`src/rtl/psr_params.svh`:
```
/*
  Register offsets, field positions, reset values and timing counts of the
  management register bank. Assumes a 25 MHz device clock and that the
  includer sits in a module or package scope.
*/
`ifndef PSR_PARAMS_SVH
`define PSR_PARAMS_SVH

// register indices on the serial management interface
`define PSR_REG_CONTROL     5'h00
`define PSR_REG_STATUS      5'h01
`define PSR_REG_ID_HIGH     5'h02
`define PSR_REG_ID_LOW      5'h03

// this port answers only frames carrying this address
`define PSR_PHY_ADDR        5'h01

// control field
`define PSR_CTL_COLL_BIT    7
`define PSR_CTL_RESET       16'h0000

// status fields
`define PSR_ST_T4_BIT       15
`define PSR_ST_CAP_HI       14
`define PSR_ST_CAP_LO       11
`define PSR_ST_RSV_HI       10
`define PSR_ST_RSV_LO       7
`define PSR_ST_PRE_SUP_BIT  6
`define PSR_ST_AN_DONE_BIT  5
`define PSR_ST_RFAULT_BIT   4
`define PSR_ST_AN_ABLE_BIT  3
`define PSR_ST_LINK_BIT     2
`define PSR_ST_JABBER_BIT   1
`define PSR_ST_EXT_BIT      0

// identity values; all three values are arbitrary
`define PSR_ORG_ID          24'h5A3C81
`define PSR_MODEL_NUM       6'h15
`define PSR_MODEL_REV       4'h2

// frame constants
`define PSR_PRE_LEN         6'h20
`define PSR_OP_READ         2'h2
`define PSR_OP_WRITE        2'h1

// collision test timing, worst case at the 100 Mb/s bit time
`define PSR_CLK_NS          40
`define PSR_BIT_NS          10
`define PSR_COL_ON_BITS     512
`define PSR_COL_OFF_BITS    4
`define PSR_COL_ON_MAX_CYC  ((`PSR_COL_ON_BITS * `PSR_BIT_NS) / `PSR_CLK_NS)
`define PSR_COL_OFF_MAX_CYC ((`PSR_COL_OFF_BITS * `PSR_BIT_NS) / `PSR_CLK_NS)

`endif

```
`src/rtl/psr_pkg.sv`:
```
/*
  Types of the management register bank: state encodings and the packed
  state records of each module. Assumes psr_params.svh for all numbers.
*/
package psr_pkg;

  typedef enum logic [2:0] {
    PSR_IDLE  = 3'b000,
    PSR_START = 3'b001,
    PSR_OP    = 3'b010,
    PSR_ADDR  = 3'b011,
    PSR_TA    = 3'b100,
    PSR_DATA  = 3'b101
  } psr_fsm_t;

  // live indications from the transceiver core
  typedef struct packed {
    logic an_done;
    logic rfault;
    logic link_ok;
    logic jabber;
    logic speed_100;
  } psr_phy_stat_t;

  // bit 1 is the management clock, bit 0 the data line
  typedef struct packed {
    logic [1:0] meta;
    logic [1:0] sync;
    logic       mdc_prev;
    logic       rise;
    logic       bit_val;
  } psr_sync_t;

  // high_lat[1] remote fault, high_lat[0] jabber
  typedef struct packed {
    logic [1:0] high_lat;
    logic       link_lat;
  } psr_lat_t;

  typedef struct packed {
    psr_fsm_t    fsm;
    logic [3:0]  cnt;
    logic [5:0]  pre_cnt;
    logic        pre_ok;
    logic        is_read;
    logic        op_msb;
    logic [9:0]  addr;
    logic [15:0] sr;
    logic        coll_test;
    logic        mdio_o;
    logic        mdio_oe;
    logic        col;
    logic        status_rd;
  } psr_state_t;

endpackage : psr_pkg

```
`src/rtl/psr_sync.sv`:
```
/*
  Brings the management clock and data pins into the device clock domain
  and marks each rising edge of the management clock with the data bit
  sampled with it. Assumes mclk is well above twice the management clock.
*/
`include "psr_params.svh"

module psr_sync (
  input  wire logic mclk,
  input  wire logic rst_n,
  input  wire logic mdc,
  input  wire logic mdio_i,
  output logic      rise,
  output logic      bit_val
);

  psr_pkg::psr_sync_t q;
  psr_pkg::psr_sync_t d;
  logic [1:0]         pins;

  assign pins = {mdc, mdio_i};

  // first stage feeds only the second stage
  for (genvar i = 0; i < 2; i++) begin : g_sync
    always_comb begin
      d.meta[i] = pins[i];
      d.sync[i] = q.meta[i];
    end
  end

  always_comb begin
    d.mdc_prev = q.sync[1];
    d.rise     = q.sync[1] & ~q.mdc_prev;
    d.bit_val  = q.sync[0];
  end

  always_ff @(posedge mclk) begin
    if (!rst_n) begin
      q <= '0;
    end else begin
      q <= d;
    end
  end

  assign rise    = q.rise;
  assign bit_val = q.bit_val;

endmodule : psr_sync

```
`src/rtl/psr_latch.sv`:
```
/*
  Latched status flags: remote fault and jabber latch high, link latches
  low. A clear pulse follows a completed status read. Assumes all inputs
  are in the mclk domain.
*/
`include "psr_params.svh"

module psr_latch (
  input  wire logic                   mclk,
  input  wire logic                   rst_n,
  input  wire psr_pkg::psr_phy_stat_t stat,
  input  wire logic                   clr,
  output psr_pkg::psr_lat_t           lat
);

  psr_pkg::psr_lat_t q;
  psr_pkg::psr_lat_t d;
  logic [1:0]        set;

  // jabber is meaningful only at 10 Mb/s
  assign set = {stat.rfault, stat.jabber & ~stat.speed_100};

  // set wins over a clear in the same cycle
  for (genvar i = 0; i < 2; i++) begin : g_lh
    always_comb begin
      d.high_lat[i] = set[i] | (q.high_lat[i] & ~clr);
    end
  end

  // any failure drops it; only a read with good link raises it
  always_comb begin
    d.link_lat = stat.link_ok & (q.link_lat | clr);
  end

  always_ff @(posedge mclk) begin
    if (!rst_n) begin
      q <= '0;
    end else begin
      q <= d;
    end
  end

  assign lat = q;

endmodule : psr_latch

```
`src/rtl/psr_regs.sv`:
```
/*
  Management register bank of a 10/100 transceiver: serial management
  frame engine, control register with collision test, status register
  with fixed capabilities and latched flags, and the 32-bit identifier.
  Assumes tx_en and the core status inputs are on mclk; mdc and mdio_i
  arrive from outside and are synchronised.
*/
`include "psr_params.svh"

module psr_regs (
  input  wire logic mclk,
  input  wire logic rst_n,
  input  wire logic mdc,
  input  wire logic mdio_i,
  output logic      mdio_o,
  output logic      mdio_oe,
  input  wire logic tx_en,
  output logic      col,
  output logic      coll_test_en,
  input  wire logic an_done,
  input  wire logic rfault,
  input  wire logic link_ok,
  input  wire logic jabber,
  input  wire logic speed_100
);

  // a literal cannot be part-selected, so the identity lives in a named constant
  localparam logic [23:0] ORG_ID = `PSR_ORG_ID;

  psr_pkg::psr_state_t    q;
  psr_pkg::psr_state_t    d;
  psr_pkg::psr_phy_stat_t stat;
  psr_pkg::psr_lat_t      lat;
  logic                   rise;
  logic                   bit_val;
  logic [9:0]             addr_n;
  logic [15:0]            rd_word;
  logic [15:0]            st_word;
  logic [15:0]            ctl_word;
  logic [15:0]            wr_word;
  logic [1:0]             op_n;
  logic                   mine_q;

  assign stat = '{an_done:   an_done,
                  rfault:    rfault,
                  link_ok:   link_ok,
                  jabber:    jabber,
                  speed_100: speed_100};

  psr_sync u_sync (
    .mclk    (mclk),
    .rst_n   (rst_n),
    .mdc     (mdc),
    .mdio_i  (mdio_i),
    .rise    (rise),
    .bit_val (bit_val)
  );

  psr_latch u_latch (
    .mclk  (mclk),
    .rst_n (rst_n),
    .stat  (stat),
    .clr   (q.status_rd),
    .lat   (lat)
  );

  assign addr_n  = {q.addr[8:0], bit_val};
  assign mine_q  = (q.addr[9:5] == `PSR_PHY_ADDR);
  assign op_n    = {q.op_msb, bit_val};
  assign wr_word = {q.sr[14:0], bit_val};

  // only the collision test bit is held; the rest reads zero
  always_comb begin
    ctl_word                    = 16'h0000;
    ctl_word[`PSR_CTL_COLL_BIT] = q.coll_test;
  end

  always_comb begin
    st_word                                = 16'h0000;
    st_word[`PSR_ST_T4_BIT]                = 1'b0;
    st_word[`PSR_ST_CAP_HI:`PSR_ST_CAP_LO] = 4'hF;
    st_word[`PSR_ST_PRE_SUP_BIT]           = 1'b1;
    st_word[`PSR_ST_AN_DONE_BIT]           = an_done;
    st_word[`PSR_ST_RFAULT_BIT]            = lat.high_lat[1];
    st_word[`PSR_ST_AN_ABLE_BIT]           = 1'b1;
    st_word[`PSR_ST_LINK_BIT]              = lat.link_lat;
    st_word[`PSR_ST_JABBER_BIT]            = lat.high_lat[0];
    st_word[`PSR_ST_EXT_BIT]               = 1'b1;
  end

  // identifier: org id bit n sits at index 24-n of the constant
  always_comb begin
    case (addr_n[4:0])
      `PSR_REG_CONTROL: begin
        rd_word = ctl_word;
      end
      `PSR_REG_STATUS: begin
        rd_word = st_word;
      end
      `PSR_REG_ID_HIGH: begin
        rd_word = ORG_ID[21:6];
      end
      `PSR_REG_ID_LOW: begin
        rd_word = {ORG_ID[5:0], `PSR_MODEL_NUM, `PSR_MODEL_REV};
      end
      default: begin
        rd_word = 16'h0000;
      end
    endcase
  end

  always_comb begin
    d           = q;
    d.status_rd = 1'b0;
    // tx_en shares this clock, so col follows it by one cycle
    d.col       = q.coll_test & tx_en;
    if (rise) begin
      case (q.fsm)
        psr_pkg::PSR_IDLE: begin
          d.mdio_oe = 1'b0;
          d.mdio_o  = 1'b0;
          if (bit_val) begin
            if (q.pre_cnt != `PSR_PRE_LEN) begin
              d.pre_cnt = q.pre_cnt + 6'h01;
            end
            if (q.pre_cnt == `PSR_PRE_LEN - 6'h01) begin
              d.pre_ok = 1'b1;
            end
          end else begin
            d.pre_cnt = 6'h00;
            // preamble may be skipped once it has been seen
            if (q.pre_ok) begin
              d.fsm = psr_pkg::PSR_START;
            end
          end
        end
        psr_pkg::PSR_START: begin
          if (bit_val) begin
            d.fsm = psr_pkg::PSR_OP;
            d.cnt = 4'h0;
          end else begin
            d.fsm = psr_pkg::PSR_IDLE;
          end
        end
        psr_pkg::PSR_OP: begin
          d.op_msb = bit_val;
          d.cnt    = q.cnt + 4'h1;
          if (q.cnt == 4'h1) begin
            d.cnt = 4'h0;
            if (op_n == `PSR_OP_READ) begin
              d.is_read = 1'b1;
              d.fsm     = psr_pkg::PSR_ADDR;
            end else if (op_n == `PSR_OP_WRITE) begin
              d.is_read = 1'b0;
              d.fsm     = psr_pkg::PSR_ADDR;
            end else begin
              // bad opcode: a fresh preamble is needed
              d.pre_ok = 1'b0;
              d.fsm    = psr_pkg::PSR_IDLE;
            end
          end
        end
        psr_pkg::PSR_ADDR: begin
          d.addr = addr_n;
          d.cnt  = q.cnt + 4'h1;
          if (q.cnt == 4'h9) begin
            d.cnt = 4'h0;
            d.fsm = psr_pkg::PSR_TA;
            // snapshot before any flag may clear
            d.sr  = rd_word;
          end
        end
        psr_pkg::PSR_TA: begin
          d.cnt = q.cnt + 4'h1;
          if (q.is_read) begin
            if (q.cnt == 4'h0) begin
              d.mdio_oe = mine_q;
              d.mdio_o  = 1'b0;
            end else begin
              d.mdio_o = q.sr[15];
              d.sr     = {q.sr[14:0], 1'b0};
              d.cnt    = 4'h0;
              d.fsm    = psr_pkg::PSR_DATA;
            end
          end else if (q.cnt == 4'h0) begin
            if (!bit_val) begin
              d.pre_ok = 1'b0;
              d.fsm    = psr_pkg::PSR_IDLE;
            end
          end else begin
            d.cnt = 4'h0;
            if (bit_val) begin
              d.pre_ok = 1'b0;
              d.fsm    = psr_pkg::PSR_IDLE;
            end else begin
              d.fsm = psr_pkg::PSR_DATA;
            end
          end
        end
        psr_pkg::PSR_DATA: begin
          d.cnt = q.cnt + 4'h1;
          if (q.is_read) begin
            d.mdio_o = q.sr[15];
            d.sr     = {q.sr[14:0], 1'b0};
          end else begin
            d.sr = wr_word;
          end
          if (q.cnt == 4'hF) begin
            d.fsm     = psr_pkg::PSR_IDLE;
            d.cnt     = 4'h0;
            d.mdio_oe = 1'b0;
            d.mdio_o  = 1'b0;
            if (q.is_read && mine_q && q.addr[4:0] == `PSR_REG_STATUS) begin
              // flags clear or re-arm only now
              d.status_rd = 1'b1;
            end
            // status and identifier ignore writes
            if (!q.is_read && mine_q && q.addr[4:0] == `PSR_REG_CONTROL) begin
              d.coll_test = wr_word[`PSR_CTL_COLL_BIT];
            end
          end
        end
        default: begin
          d.fsm     = psr_pkg::PSR_IDLE;
          d.mdio_oe = 1'b0;
        end
      endcase
    end
  end

  always_ff @(posedge mclk) begin
    if (!rst_n) begin
      q         <= '0;
      q.fsm     <= psr_pkg::PSR_IDLE;
      q.pre_cnt <= 6'h00;
      q.pre_ok  <= 1'b0;
    end else begin
      q <= d;
    end
  end

  assign mdio_o       = q.mdio_o;
  assign mdio_oe      = q.mdio_oe;
  assign col          = q.col;
  assign coll_test_en = q.coll_test;

endmodule : psr_regs

```
`config.mk`:
```
export PLATFORM = sky130hd
export DESIGN_NAME = psr_regs
export DESIGN_NICKNAME = d
export VERILOG_FILES = /design/src/rtl/psr_pkg.sv /design/src/rtl/psr_sync.sv /design/src/rtl/psr_latch.sv /design/src/rtl/psr_regs.sv
export VERILOG_INCLUDE_DIRS = /design/src /design/src/rtl
export SDC_FILE = /design/constraint.sdc
export NUM_CORES = 1
export LEC_CHECK = 0
export ABC_AREA = 1
export BUFFER_PORTS_ARGS = -buffer_cell sky130_fd_sc_hd__buf_2
export CAP_MARGIN = 5
export CORE_ASPECT_RATIO = 0.6
export CORE_MARGIN = 1.5
export CORE_UTILIZATION = 55
export CTS_CLUSTER_SIZE = 30
export DETAILED_ROUTE_END_ITERATION = 6
export PLACE_DENSITY = 0.73
export SLEW_MARGIN = 20
export SYNTH_ARGS = -nofsm -noshare
export SYNTH_HDL_FRONTEND = slang
export SYNTH_SLANG_ARGS = --single-unit
```
`constraint.sdc`:
```
create_clock -name mclk -period 2.3 [get_ports mclk]
set_clock_uncertainty 0.15 [all_clocks]
set_input_delay 0.115 -clock mclk [delete_from_list [all_inputs] [get_ports mclk]]
set_output_delay 0.115 -clock mclk [all_outputs]
set_load 0.02 [all_outputs]
```
Yosys cells after proc, flatten, opt, wreduce, memory -nomap -nowiden. Cells that the tools add are included.

Logic and storage cells: 143. Register bits: 57. Output and inout port bits: 4. Bits of input ports: 10.

Reduce and logical (&&, ||, !) cells: 27. Add/sub/neg operators: 2. Equal/unequal tests: 36. Muxes and demuxes: 45. Bitwise gates (word level): 13.

Operators by type and width (number): $pmux 15 s4 (1); $mux 16 (3); $pmux 16 s3 (1); $mux 7 (5); $ne 2x2->1 const B (13); $pmux 4 s5 (1); $mux 3 (6); $pmux 3 s6 (1); $reduce_and 4->1 (4); $eq 5x1->1 const B (3); $mux 1 (15); $mux 6 (2); $eq 5x2->1 const B (2); $logic_not 5->1 (2); $mux 2 (5); $reduce_and 10->1 (1); $reduce_and 5->1 (2); $ne 3x3->1 const B (3); $pmux 1 s3 (3); $reduce_bool 3->1 (3); $eq 4x4->1 const B (2); $mux 4 (2); $reduce_and 8->1 (1); $add 6x1->6 const B (1); 23 further kinds (41).

Longest topological paths before layout.
Depth in word-level cells: 5. Depth in mapped cells: 12. Depth with buffers taken out: 12.

Cells and area by module. A second synthesis with hierarchy kept.

Cell total of the unflattened synthesis: 442. Area, all modules: 2960.3 um2.

Modules (own cells, without submodules): psr_regs (seq. area each 940.9 um2, area an instance 2661.3 um2, cells each 408, times used 1); psr_sync (seq. area each 140.1 um2, area an instance 193.9 um2, cells each 20, times used 1); psr_latch (seq. area each 60.1 um2, area an instance 105.1 um2, cells each 14, times used 1).

Worst setup path after synthesis. No wires, ideal clock.

Kind: register to register. Start: register q[40] in the netlist's numbering. End: register q[15] in the netlist's numbering. Path slack: 0.650 ns. Data required time: 2.037 ns. Cell stages (with the launch flop): 13. Period minus slack after synthesis: 1.650 ns. Library setup time: 0.113 ns. Buffers on the path: 2. Arrival: 1.387 ns. Cells stage by stage: dfxtp_1 -> inv_1 -> ha_1 -> nand2_1 -> inv_1 -> nand2_1 -> nand2_2 -> inv_2 -> nand2_2 -> buf_6 -> buf_8 -> o21ai_1 -> nor2_1.

Longest elaborated chain between the ends: 3. Elaborated cells between the ends (all ways): 5. Classes of those cells: eq/ne: 3; reduce/logical: 2.

Ends and longest elaborated chain: start: declaration (RTL line psr_regs.sv:30) `psr_pkg::psr_state_t q;`; $eq 4x4->1 or $logic_not 4->1 (tied branches) (RTL line psr_regs.sv:166, psr_regs.sv:176); $ne 2x2->1 (no line); $reduce_and 5->1 (no line) (*).

Mark *: on every way between the ends. The rest lies on a longest branch, timed or not. A chain may end at the register's enable or synchronous reset.

Final worst setup path.
Start: register q[40] in the netlist's numbering. End: register q[18] in the netlist's numbering.

Same word-level chain as after synthesis.

==> reports/summary.txt <==
# DRC -> 0
Max Freq -> 496.6 MHz
die area -> 0.005626 mm²
status -> finished, final reports clean
clk_lat worst skew -> 0.33 ns
critical path class -> reg -> reg
worst slew pin tran -> 0.6132 ns
Max VDD drop -> 0.0004549 V
period utilisation layout -> 87.56%
# nets final -> 463
Crit. End Element -> flip-flop
First DRT Iteration DRCs -> 195
Final ANT Viol Nets -> 0
Slew HR -> 58.87%
WP data arrival -> 2.11 ns
die width -> 95.84 µm
Power per Cell Area -> 591.4 mW/mm²
cts repair resizes -> 0
leakage power -> 1.423 nW
Yosys cell types -> 34
share of post-route cells with drive strength above 1 -> 11.36%
crit-path max cell delay -> 0.41 ns
minimum clock period -> 2.014 ns
CP most frequent cell -> nand2_1
# port buffers -> 13
final hold vios -> 0
GRT overflow -> 0
Top Family by Delay on Critical Path -> simple AND/OR/NAND/NOR gates
WP data required -> 2.40 ns
cell count after synthesis -> 425
n_diodes -> 0
Initial Util -> 56.54%
synthesized area -> 0.002844 mm²
I/O pin total -> 14
CTS buffer count -> 9
DP Worst Slack -> 0.3281 ns
Max-cap violations -> 0
die height -> 58.70 µm
largest net degree at the start of global routing -> 28
CTS clk-pin slew, worst paths -> 0.06 ns
GR Util All Layers -> 25.81%
vias per cell -> 5.134
routability cong. -> 0.9742
crit start category -> flip-flop
Pre-Repair DR Iteration Count -> 5
number of global-route vias before repair -> 2221
setup violators final -> 0
RSZ-0062 raised after global routing -> no
detailed-route via count -> 2644
CTS tree -> built
Post-DP HPWL -> 4.722 mm
post-CTS setup buffers -> 0
Syn-to-layout area delta -> 11.70%
fin. max-slew vios -> 0
initial antenna violation count -> 0
Synth Warn # -> 0
crit-path cells -> inv_1 -> ha_1 -> nand2_1 -> inv_1 -> nand2_1 -> nand2_2 -> inv_2 -> nand2_2 -> inv_2 -> nand2_1 -> a21oi_2
Syn Nets -> 442
total power -> 1.879 mW
setup ws final -> 0.2862 ns
Slowest-stage cell, CP -> dfxtp_1
setup TNS -> 0 ns
clock buffer depth -> 2
final WL -> 6.491 mm
Row Count -> 20
worst min path class -> in -> reg
sequential fraction of the synthesis area -> 40.12%
H-tree depth -> 3
hold_buf cts -> 8
CTS root buffer -> clkbuf_8
wire length per cell -> 12.60 µm
CP max FO -> 20
Yosys reg bits -> 57
Syn Area/Cell -> 6.692 µm²
CORE AREA -> 0.005030 mm²
clk sinks -> 57
first-pass GRT wire length -> 10.75 mm
final core occ -> 63.16%
CP bufs+invs -> 4
## layout make-up
class                           count  area, µm²
Timing Repair Buffer               23      160.2
Tap cell                           66      82.58
Fill cell                         484       1853
Clock buffer                       11      151.4
Sequential cell                    57       1141
Clock inverter                      3      17.52
Multi-Input combinational cell    306       1435
Inverter                           49      188.9
## where the power goes
part | internal (mW) | switching [mW]
Combinational | 0.0287 | 0.0412
Clock | 0.433 | 0.374
Sequential | 0.996 | 0.00600
Total | 1.46 | 0.421
## flip-flops by register name (all words and copies together), names as in the netlist
| name | cells |
|---|---|
| u_latch.lat | 3 |
| mdio_o | 1 |
| addr_n | 9 |
| u_sync.rise | 1 |
| q | 33 |
| op_n | 1 |
| coll_test_en | 1 |
| u_sync.q | 1 |
| u_sync.d | 4 |
| col | 1 |
| mdio_oe | 1 |
| u_sync.bit_val | 1 |
## cells in the final DEF, fill, tap and decap left out
cell and instances:
inv_4 2, clkbuf_8 11, or2_2 1, nor3_1 5, dfxtp_1 57, o22ai_1 2, o2111ai_1 1, buf_4 2
clkinv_2 2, nand2_2 4, a21oi_2 3, nor2_2 4, nor2_1 77, nand3_1 24, dlygate4sd3_1 8, o21bai_1 2
o21ai_2 1, nand2_4 2, o21a_1 1, nand3b_1 1, ha_1 7, nand4_1 2, a21oi_1 31, nand2_1 109
nor2_8 1, xor2_1 2, clkinv_1 2, nor4_1 1, inv_2 4, o21ai_1 5, o21ai_0 19, inv_1 41
o31ai_1 1, clkinvlp_4 1, buf_2 13
## cell usage after synthesis (all sizes together)
library cell	count	share of area (%)
dfxtp	57	40
a21oi	34	6.4
o21a	1	0.26
nor4	1	0.22
o22ai	2	0.44
or2	1	0.22
nor2	82	12
xor2	2	0.62
o2111ai	1	0.31
clkinv	2	0.26
clkbuf	5	0.66
nand3	24	4.2
nand3b	1	0.26
nor3	5	0.88
nand2	115	16
o21ai	25	4.5
buf	8	2.1
nand4	2	0.44
ha	7	3.1
o21bai	2	0.53
o31ai	1	0.26
inv	47	6.4
## kinds of logic (layout without fill, tap and decap cells)
kind of cell	count (synthesis)	after routing	synth area share [%]
AO/OA/AOI/OAI	66	66	12.71
XOR/XNOR	2	2	0.6160
adder cells (fa/ha/maj)	7	7	3.079
buffers and inverters	62	86	9.415
flip-flops	57	57	40.12
AND/OR/NAND/NOR	231	231	34.05
## worst paths after layout
kind	end	from	slack, ns	cells past startpoint
min reg2reg	u_sync.rise$_SDFF_PN0_	u_sync.q[2]$_SDFF_PN0_	0.24	1
max	q[18]$_SDFFE_PN0P_	q[40]$_SDFFE_PN0P_	0.29	11
max reg2reg	q[18]$_SDFFE_PN0P_	q[40]$_SDFFE_PN0P_	0.29	11
min	q[10]$_SDFFE_PN0P_	an_done	0.15	5
## metal layers
| layer | track usage (%) | wire length [µm] | vias to the layer above |
|---|---|---|---|
| li1 | - | - | 1380 |
| met1 | 40.27 | 3518 | 1153 |
| met2 | 33.40 | 2415 | 107 |
| met3 | 7.881 | 520 | 4 |
| met4 | 7.143 | 36 | 0 |
| met5 | 0 | 0 | - |
## per-stage QoR
step / cells / cell area (µm²) / hold WS [ns]
after floorplan: 425 / 2844 / 0.06263
after global placement: 493 / 2928 / 0.1444
after detailed placement: 493 / 2928 / 0.1527
after CTS: 515 / 3177 / 0.1257
after global routing: 515 / 3177 / 0.1327
final: 515 / 3177 / 0.1539
## worst reg2reg max path: cells and delay by family (launching register included)
family,cells,cell delay (ns)
fa+ha+maj,1,0.21
compound gates,1,0.11
simple gates,5,0.60
buf+inv,4,0.48
flops,1,0.41
Power figures use the tool's default switching activity.
